### src/hdl/dacc_defines.svh
// Constants for the DSP accumulator register block
`ifndef DACC_DEFINES_SVH
`define DACC_DEFINES_SVH

// ----------------------------------------------------------------------
// Widths and field positions
// ----------------------------------------------------------------------
`define DACC_ACC_W 64
`define DACC_WORD_W 32
`define DACC_HI_MSB 63
`define DACC_HI_LSB 32
`define DACC_LO_MSB 31
`define DACC_LO_LSB 0
`define DACC_MID_MSB 47
`define DACC_MID_LSB 16

// ----------------------------------------------------------------------
// Reset values
// ----------------------------------------------------------------------
`define DACC_ACC_RST 64'h0000_0000_0000_0000
`define DACC_WORD_RST 32'h0000_0000

`endif

### src/hdl/dacc_pkg.sv
// Types shared by the DSP accumulator register block
package dacc_pkg;

  // --------------------------------------------------------------------
  // Operation codes presented by the execution stage
  // --------------------------------------------------------------------
  typedef enum logic [2:0] {
    DACC_OP_NONE,
    DACC_OP_PRODUCT,
    DACC_OP_WR_HIGH,
    DACC_OP_WR_LOW,
    DACC_OP_RD_HIGH,
    DACC_OP_RD_MIDDLE
  } dacc_op_t;

  // Which product instruction delivered a result
  typedef enum logic [2:0] {
    DACC_PR_SIGNED_WIDE,
    DACC_PR_UNSIGNED_WIDE,
    DACC_PR_FLOAT,
    DACC_PR_PLAIN,
    DACC_PR_REPEAT_SOP
  } dacc_prod_t;

endpackage : dacc_pkg

### src/hdl/dacc_slice.sv
// Slice extraction for accumulator reads
`include "dacc_defines.svh"

module dacc_slice
  import dacc_pkg::*;
(
  // Accumulator contents
  input wire logic [63:0] acc_i,
  // Read selection: high or middle
  input wire logic sel_mid_i,
  // Selected 32-bit slice
  output logic [31:0] slice_o
);

  // ----------------------------------------------------------------------
  // Slice select
  // ----------------------------------------------------------------------
  // Middle slice or upper half, never modifies the source
  always_comb begin
    if (sel_mid_i) begin
      slice_o = acc_i[`DACC_MID_MSB:`DACC_MID_LSB];
    end else begin
      slice_o = acc_i[`DACC_HI_MSB:`DACC_HI_LSB];
    end
  end

endmodule : dacc_slice

### src/hdl/dacc_top.sv
// DSP accumulator register with move and product update paths
`include "dacc_defines.svh"

module dacc_top
  import dacc_pkg::*;
(
  // Clock and reset
  input wire logic core_clk_i,
  input wire logic rst_n_i,
  // Operation request from the execution stage
  input wire logic op_valid_i,
  input wire dacc_op_t op_i,
  input wire dacc_prod_t prod_kind_i,
  // Operand for half writes
  input wire logic [31:0] src_data_i,
  // Full product result from the multiply datapath
  input wire logic [63:0] prod_data_i,
  // Current accumulator value for the multiply datapath
  output logic [63:0] dsp_accumulator_o,
  // Read answer to the destination general register
  output logic [31:0] rd_data_o,
  output logic rd_valid_o
);

  // ----------------------------------------------------------------------
  // State
  // ----------------------------------------------------------------------
  logic [63:0] acc_reg; // The accumulator itself
  logic [63:0] acc_next;
  logic [31:0] rd_data_reg; // Registered read answer
  logic [31:0] rd_data_next;
  logic rd_valid_reg; // Answer strobe
  logic rd_valid_next;
  logic [31:0] slice; // Selected read slice

  // Decoded request strobes
  logic do_prod;
  logic do_wr_hi;
  logic do_wr_lo;
  logic do_rd;

  // ----------------------------------------------------------------------
  // Decode helpers
  // ----------------------------------------------------------------------
  // True for either read of the accumulator
  function automatic logic is_read_op(input dacc_op_t op);
    is_read_op = (op == DACC_OP_RD_HIGH) || (op == DACC_OP_RD_MIDDLE);
  endfunction : is_read_op

  // ----------------------------------------------------------------------
  // Read slice selector
  // ----------------------------------------------------------------------
  dacc_slice u_slice (
    .acc_i(acc_reg),
    .sel_mid_i(op_i == DACC_OP_RD_MIDDLE),
    .slice_o(slice)
  );

  // ----------------------------------------------------------------------
  // Request decode
  // ----------------------------------------------------------------------
  // One strobe per operation class
  always_comb begin
    do_prod = op_valid_i && (op_i == DACC_OP_PRODUCT);
    do_wr_hi = op_valid_i && (op_i == DACC_OP_WR_HIGH);
    do_wr_lo = op_valid_i && (op_i == DACC_OP_WR_LOW);
    do_rd = op_valid_i && is_read_op(op_i);
  end

  // ----------------------------------------------------------------------
  // Accumulator next value
  // ----------------------------------------------------------------------
  // Any product kind replaces the whole value; half writes merge
  always_comb begin
    acc_next = acc_reg;
    if (do_prod) begin
      acc_next = prod_data_i;
    end else if (do_wr_hi) begin
      acc_next = {src_data_i, acc_reg[`DACC_LO_MSB:`DACC_LO_LSB]};
    end else if (do_wr_lo) begin
      acc_next = {acc_reg[`DACC_HI_MSB:`DACC_HI_LSB], src_data_i};
    end
  end

  // ----------------------------------------------------------------------
  // Read answer next value
  // ----------------------------------------------------------------------
  // Answer holds its data; strobe lasts one cycle
  always_comb begin
    rd_data_next = rd_data_reg;
    rd_valid_next = 1'b0;
    if (do_rd) begin
      rd_data_next = slice;
      rd_valid_next = 1'b1;
    end
  end

  // ----------------------------------------------------------------------
  // Registers
  // ----------------------------------------------------------------------
  // Synchronous reset clears everything
  always_ff @(posedge core_clk_i) begin
    if (!rst_n_i) begin
      acc_reg <= `DACC_ACC_RST;
      rd_data_reg <= `DACC_WORD_RST;
      rd_valid_reg <= 1'b0;
    end else begin
      acc_reg <= acc_next;
      rd_data_reg <= rd_data_next;
      rd_valid_reg <= rd_valid_next;
    end
  end

  // Outputs straight from flip-flops
  assign dsp_accumulator_o = acc_reg;
  assign rd_data_o = rd_data_reg;
  assign rd_valid_o = rd_valid_reg;

  // ----------------------------------------------------------------------
  // Assertions
  // ----------------------------------------------------------------------
  a_prod_overwrite: assert property (@(posedge core_clk_i)
    disable iff (!rst_n_i) do_prod |=> acc_reg == $past(prod_data_i))
    else $error("product did not overwrite accumulator");

  a_wr_high: assert property (@(posedge core_clk_i)
    disable iff (!rst_n_i)
    do_wr_hi |=> acc_reg[63:32] == $past(src_data_i))
    else $error("high write not stored");

  a_wr_high_keep: assert property (@(posedge core_clk_i)
    disable iff (!rst_n_i)
    do_wr_hi |=> acc_reg[31:0] == $past(acc_reg[31:0]))
    else $error("high write disturbed low half");

  a_wr_low: assert property (@(posedge core_clk_i)
    disable iff (!rst_n_i)
    do_wr_lo |=> acc_reg[31:0] == $past(src_data_i))
    else $error("low write not stored");

  a_wr_low_keep: assert property (@(posedge core_clk_i)
    disable iff (!rst_n_i)
    do_wr_lo |=> acc_reg[63:32] == $past(acc_reg[63:32]))
    else $error("low write disturbed high half");

  a_rd_high: assert property (@(posedge core_clk_i)
    disable iff (!rst_n_i)
    (op_valid_i && op_i == DACC_OP_RD_HIGH) |=>
      rd_valid_o && rd_data_o == $past(acc_reg[63:32]))
    else $error("high read wrong");

  a_rd_middle: assert property (@(posedge core_clk_i)
    disable iff (!rst_n_i)
    (op_valid_i && op_i == DACC_OP_RD_MIDDLE) |=>
      rd_valid_o && rd_data_o == $past(acc_reg[47:16]))
    else $error("middle read wrong");

  a_rd_no_change: assert property (@(posedge core_clk_i)
    disable iff (!rst_n_i)
    (do_rd || !op_valid_i) |=> $stable(acc_reg))
    else $error("accumulator changed without write");

  a_strobe_cause: assert property (@(posedge core_clk_i)
    disable iff (!rst_n_i)
    rd_valid_o |-> $past(do_rd))
    else $error("read strobe without request");

  // ----------------------------------------------------------------------
  // Reset, hold and product assertions
  // ----------------------------------------------------------------------
  // Reset clears the accumulator at the next edge
  a_reset_acc: assert property (@(posedge core_clk_i)
    !rst_n_i |=> acc_reg == `DACC_ACC_RST)
    else $error("accumulator not cleared by reset");

  // Reset clears the read answer and its strobe
  a_reset_answer: assert property (@(posedge core_clk_i)
    !rst_n_i |=> !rd_valid_o && rd_data_o == `DACC_WORD_RST)
    else $error("read answer not cleared by reset");

  // No read request means no strobe next cycle
  a_rd_quiet: assert property (@(posedge core_clk_i)
    disable iff (!rst_n_i)
    !do_rd |=> !rd_valid_o)
    else $error("read strobe without read");

  // Read data holds until the next read
  a_rd_data_hold: assert property (@(posedge core_clk_i)
    disable iff (!rst_n_i)
    !do_rd |=> $stable(rd_data_o))
    else $error("read data moved without read");

  // A read leaves the visible accumulator alone
  a_rd_keeps_acc: assert property (@(posedge core_clk_i)
    disable iff (!rst_n_i)
    do_rd |=> $stable(dsp_accumulator_o))
    else $error("read altered accumulator output");

  // Product result reaches the output port in full
  a_prod_output: assert property (@(posedge core_clk_i)
    disable iff (!rst_n_i)
    do_prod |=> dsp_accumulator_o == $past(prod_data_i))
    else $error("product not on accumulator output");

  // Product taking no read strobe along
  a_prod_no_strobe: assert property (@(posedge core_clk_i)
    disable iff (!rst_n_i)
    do_prod |=> !rd_valid_o)
    else $error("product raised read strobe");

endmodule : dacc_top

### config.mk
export PLATFORM = sky130hd
export DESIGN_NAME = dacc_top
export DESIGN_NICKNAME = d
export VERILOG_FILES = /design/src/hdl/dacc_pkg.sv /design/src/hdl/dacc_slice.sv /design/src/hdl/dacc_top.sv
export VERILOG_INCLUDE_DIRS = /design/src /design/src/hdl
export SDC_FILE = /design/constraint.sdc
export NUM_CORES = 1
export LEC_CHECK = 0
export BUFFER_PORTS_ARGS = -buffer_cell sky130_fd_sc_hd__buf_2
export CORE_AREA = 5 5 109 111
export CTS_CLUSTER_DIAMETER = 150
export DETAILED_ROUTE_END_ITERATION = 8
export DIE_AREA = 0 0 114 116
export GPL_ROUTABILITY_DRIVEN = 0
export GPL_TIMING_DRIVEN = 0
export PLACE_DENSITY = 0.75
export SYNTH_ARGS = -nofsm -noshare
export SYNTH_HDL_FRONTEND = slang
export SYNTH_SLANG_ARGS = --single-unit
### constraint.sdc
create_clock -name core_clk_i -period 0.9 [get_ports core_clk_i]
set_input_delay 0.045 -clock core_clk_i [delete_from_list [all_inputs] [get_ports core_clk_i]]
set_output_delay 0.045 -clock core_clk_i [all_outputs]
set_load 0.01 [all_outputs]
Word-level counts from Yosys, hierarchy flattened

Index checks and enable logic that the tools add are counted.

Register bits: 97
Memory bits (read-only): 0
Word-level logic and storage cells: 23
Output and inout port bits: 97
Latch bits: 0
Input bits: 105
Memories: 0
Bits in writable memories: 0

Muxes and demuxes: 5
Shifts and indexed selects: 0
$add $sub $neg: 0
Equal/unequal tests: 6
Divide/modulo/power cells: 0
Magnitude comparators: 0
Bitwise logic cells: 0
Reductions and logical operators: 8
Multiply operators: 0

Operators by type and width:

| cell               | number |
|---|---|
| $mux 64            | 2 |
| $mux 32            | 2 |
| $eq 3x2->1 const B | 2 |
| $eq 3x3->1 const B | 2 |
| $logic_and 1x1->1  | 4 |
| $reduce_bool 2->1  | 2 |
| $eq 3x1->1 const B | 1 |
| $ne 2x2->1 const B | 1 |
| $reduce_and 2->1   | 1 |
| $logic_or 1x1->1   | 1 |
| $mux 1             | 1 |

Depth between registers and ports, before layout

Word-level depth: 5
Mapped depth: 5

Cells and area by module

Synthesis repeated with hierarchy kept, for this count alone.

Cells, all modules: 474
Area, all modules: 4,959.8 um^2

Modules (own cells, without submodules):

| module     | cells an instance | instances | sequential area each (um^2) | area each (um^2) |
|---|---|---|---|---|
| dacc_top   | 438               | 1         | 1,941.9                     | 4,415.5 |
| dacc_slice | 36                | 1         | 0.0                         | 544.3 |

Worst setup path before layout

No wires, ideal clock.

Path kind: input to register
From: in rst_n_i
To: reg acc_reg[13], in the netlist dsp_accumulator_o[13]
Required time: 0.753 ns
Data arrival time: 0.761 ns
Setup slack: -0.008 ns
Stages: 4
Path buffers: 2
Cells stage by stage: inv_1 > buf_2 > buf_1 > a311oi_2

RTL lines:

| what                   | RTL line        | text |
|---|---|---|
| start: declaration     | dacc_top.sv:9   | `input wire logic rst_n_i,` |
| end signal: assignment | dacc_top.sv:104 | `` acc_reg <= `DACC_ACC_RST; `` |
| end signal: assignment | dacc_top.sv:108 | `acc_reg <= acc_next;` |
| end: declaration       | dacc_top.sv:28  | `logic [63:0] acc_reg;` |

No word-level cell between the ends.

Final worst setup path

From: reg acc_reg[17], in the netlist dsp_accumulator_o[17]
To: reg rd_data_reg[1], in the netlist rd_data_o[1]

Word-level cells in the longest chain between the ends: 1

Ends and longest elaborated chain:

| what                   | RTL line         | text |
|---|---|---|
| $mux 32                | dacc_slice.sv:20 | `if (sel_mid_i) begin` |
| end signal: assignment | dacc_top.sv:105  | `` rd_data_reg <= `DACC_WORD_RST; `` |
| end signal: assignment | dacc_top.sv:109  | `rd_data_reg <= rd_data_next;` |
| end: declaration       | dacc_top.sv:30   | `logic [31:0] rd_data_reg;` |

Every way passes these cells.
A chain may end at the register's enable or synchronous reset.

==> results_dict.tcl <==
set metrics [dict create \
    worst_ir_drop_on_vdd_mv 0.7609 \
    die_y_um 116 \
    synth_adder_area_share_pct 0 \
    portion_of_netlist_area_occupied_by_mux_cells_pct 7.254 \
    async_reset_ff_share_pct 0 \
    antenna_violations_before_repair 1 \
    std_cell_rows 38 \
    root_buffer_cell "clkbuf_8" \
    postSynthNetCount 544 \
    worst_path_largest_cell_delay_ns 0.37 \
    postSynth.topFlopCell "dfxtp_1" \
    post_synth_inst_count 439 \
    grt_pass1_vias 5360 \
    groute.layer.met1.usage_pct 32.16 \
    finalNetCount 890 \
    critical_path_arrival_ns 1.21 \
    pwr_cell_area_nw_per_um2 1329 \
    vias 5201 \
    synth_top_family_by_area "compound AO/OA/AOI/OAI gates" \
    pin_count_of_the_biggest_net_entering_global_routing 16 \
    ant_nets 0 \
    finalInstanceArea_sq_um 7933 \
    max_freq_mhz 1063 \
    die_width_um 114 \
    core_area_sq_um 10700 \
    report.final.slew_viol_count 0 \
    firstDrtPassIters 5 \
    grt.total_usage_pct 28.12 \
    grtUsageMet2_pct 50.27 \
    ys_ff_latch 97 \
    maxCapViolations 0 \
    finalCritPeriodShare_pct 104.5 \
    cellLeakagePower_nw 3.408 \
    max_slew.worst_pin.slew_ns 0.5066 \
    route.detailed.vias_per_inst 5.586 \
    totalWireLength_um 20500 \
    synth_compound_gate_area_share_pct 28.65 \
    remaining_drc_errors 0 \
    synthDistinctLibCells 21 \
    finalSetupViolations 18 \
    yosys_warnings 0 \
    worstSetupPathType "register to register" \
    critical_path.n_buffers_inverters 0 \
    cts.clk_slew.worst_paths_ns 0.09 \
    critical-path-slowest-cell "dfxtp_2" \
    timing.max_slew.rel_slack_pct 66.23 \
    cts_tree "built" \
    synth.cell_area_sq_um 4415 \
    drt_iter0_drc 381 \
    tritoncts_num_sinks 97 \
    crit_required_ns 1.16 \
    port_buffers 198 \
    io_pins 202 \
    crit_fanout 3 \
    count_of_flip_flops_with_a_built_in_enable_after_synthesis 0 \
    n_fill_cell 691 \
    finish.utilization_pct 74.15 \
    final_layout_size_suffix_gt1_share_pct 57.59 \
    routed_len_inst_um 22.02 \
    timing.critical_path.cells "mux2i_1 > a211oi_1" \
    global_route.overflow_total 0 \
    gr-usage-met3_pct 6.266 \
    floorplan.initialDensity_pct 41.27 \
    finalWorstPathRequiredPeriod_ns 0.9409 \
    violations "hold timing, setup timing" \
    holdWs_ns -0.01113 \
    post-dp-hpwl_um 12100 \
    rsz0062_at_grt "true" \
    setup.worst_path.end_class "register" \
    hold_class "input port to register" \
    worst_setup_path_start_kind "register" \
    synth-xor-area-share_pct 0.1984 \
    dp_worst_setup_slack_ns -0.4070 \
    synth_simple_gate_area_share_pct 13.60 \
    clk-insertion-delay-late_ns 0.38 \
    cell_family_contributing_the_most_delay_on_the_critical_path "flip-flops" \
    synth.yosys.seq_area_share_pct 43.98 \
    cts.htree.levels 3 \
    clk_path_buf_depth 2 \
    syn_area_per_cell_sq_um 10.06 \
    grt_first_pass_wirelength_um 28460 \
    syn2layout_area_growth_pct 79.65 \
    numCtsBuffers 9 \
    setup_slack_ns -0.04089 \
    placement.cell_area_sq_um 5583 \
    report.final.hold_viol_count 1 \
    outcome "finished, violations left" \
    finClkSkew_ns 0.008573 \
    top_usage_layer "met2" \
    dieArea_sq_um 13220 \
]
[layer usage]
layer  vias up  routed length [um]  share of wire, %
li1       2306                   -                 -
met4         0                 876               4.3
met5         -                   0                 0
met1      2500                7845                38
met3        73                1545               7.5
met2       322               10230                50
[what timing repair did]
action	in CTS	in global routing
setup endpoints to repair	81	140
hold buffers	83	0
gates cloned	0	0
hold endpoints to repair	64	0
resized for setup	111	142
buffers inserted	43	11
pin swaps	0	18
[metrics by stage]
step	TNS [ns]	instances	power [mW]
detailed placement	-27.74	777	6.357
CTS	-0.05168	919	10.12
floorplan	0	439	5.646
global placement	-24.63	777	6.313
global route	-1.249	931	10.88
finish	-0.2156	931	10.55
[cell type report]
class	count	area [sq um]	share of cell area, %
Inverter	1	3.754	0.04732
Clock buffer	12	165.2	2.082
Antenna cell	1	2.502	0.03155
Sequential cell	97	2090	26.34
Timing Repair Buffer	335	2834	35.73
Clock inverter	4	73.82	0.9306
Multi-Input combinational cell	296	2296	28.94
Tap cell	140	175.2	2.208
Buffer	45	292.8	3.691
[state kept, by name (all words and copies together), names as in the netlist]
name	flops
dsp_accumulator_o	64
rd_data_o	32
rd_valid_o	1
[where the power goes]
group	total (mW)	switching, mW	internal, mW	leakage (nW)
combinational	2.47	1.15	1.32	2.45
clock	3.40	1.61	1.80	0.123
sequential	4.67	0.169	4.51	0.837
[cells in the final DEF, fill, tap and decap left out, drive strengths merged, types with 2 or more instances in the layout]
cell / count
buf: 286
dfxtp: 97
dlygate4sd3: 83
nor2: 64
nand2: 33
o2bb2ai: 32
nand2b: 32
a2bb2oi: 32
a311oi: 32
mux2i: 32
a211oi: 32
clkbuf: 23
nor2b: 2
and3b: 2
bufinv: 2
clkinv: 2
[tightest hold or removal path, stage by stage]
cell	delay [ns]
buf_2	0.10
nand2_1	0.10
a311oi_2	0.09
[cell usage after synthesis (all sizes together) (2+ instances only)]
master   number  area share, %
a211oi       32            5.4
a2bb2oi      32            6.3
a311oi       32             10
and3b         2           0.40
buf          37            5.6
clkbuf        8           0.68
dfxtp        97             44
mux2i        32            7.3
nand2        33            2.8
nand2b       32            4.5
nor2         64            5.4
nor2b         2           0.28
o2bb2ai      32            6.3
[logic make-up after synthesis]
kind of cell              count (synthesis)
muxes                                    32
and+or+nand+nor                         134
AOI/OAI and AO/OA                       129
buffers and inverters                    46
DFF                                      97
xor gates and xnor gates                  1
[worst paths after layout]
| check | depth (start not counted) | start | end | slack [ns] |
|---|---|---|---|---|
| worst max-delay path | 2 | dsp_accumulator_o[17]$_SDFFE_PN0P_ | rd_data_o[1]$_SDFFE_PN0P_ | -0.04 |
| worst min-delay path | 3 | src_data_i[10] | dsp_accumulator_o[10]$_SDFFE_PN0P_ | -0.01 |
| worst max register to register | 2 | dsp_accumulator_o[17]$_SDFFE_PN0P_ | rd_data_o[1]$_SDFFE_PN0P_ | -0.04 |
| worst min register to register | 1 | dsp_accumulator_o[52]$_SDFFE_PN0P_ | dsp_accumulator_o[52]$_SDFFE_PN0P_ | 0.50 |
(Power assumes the default switching activity.)
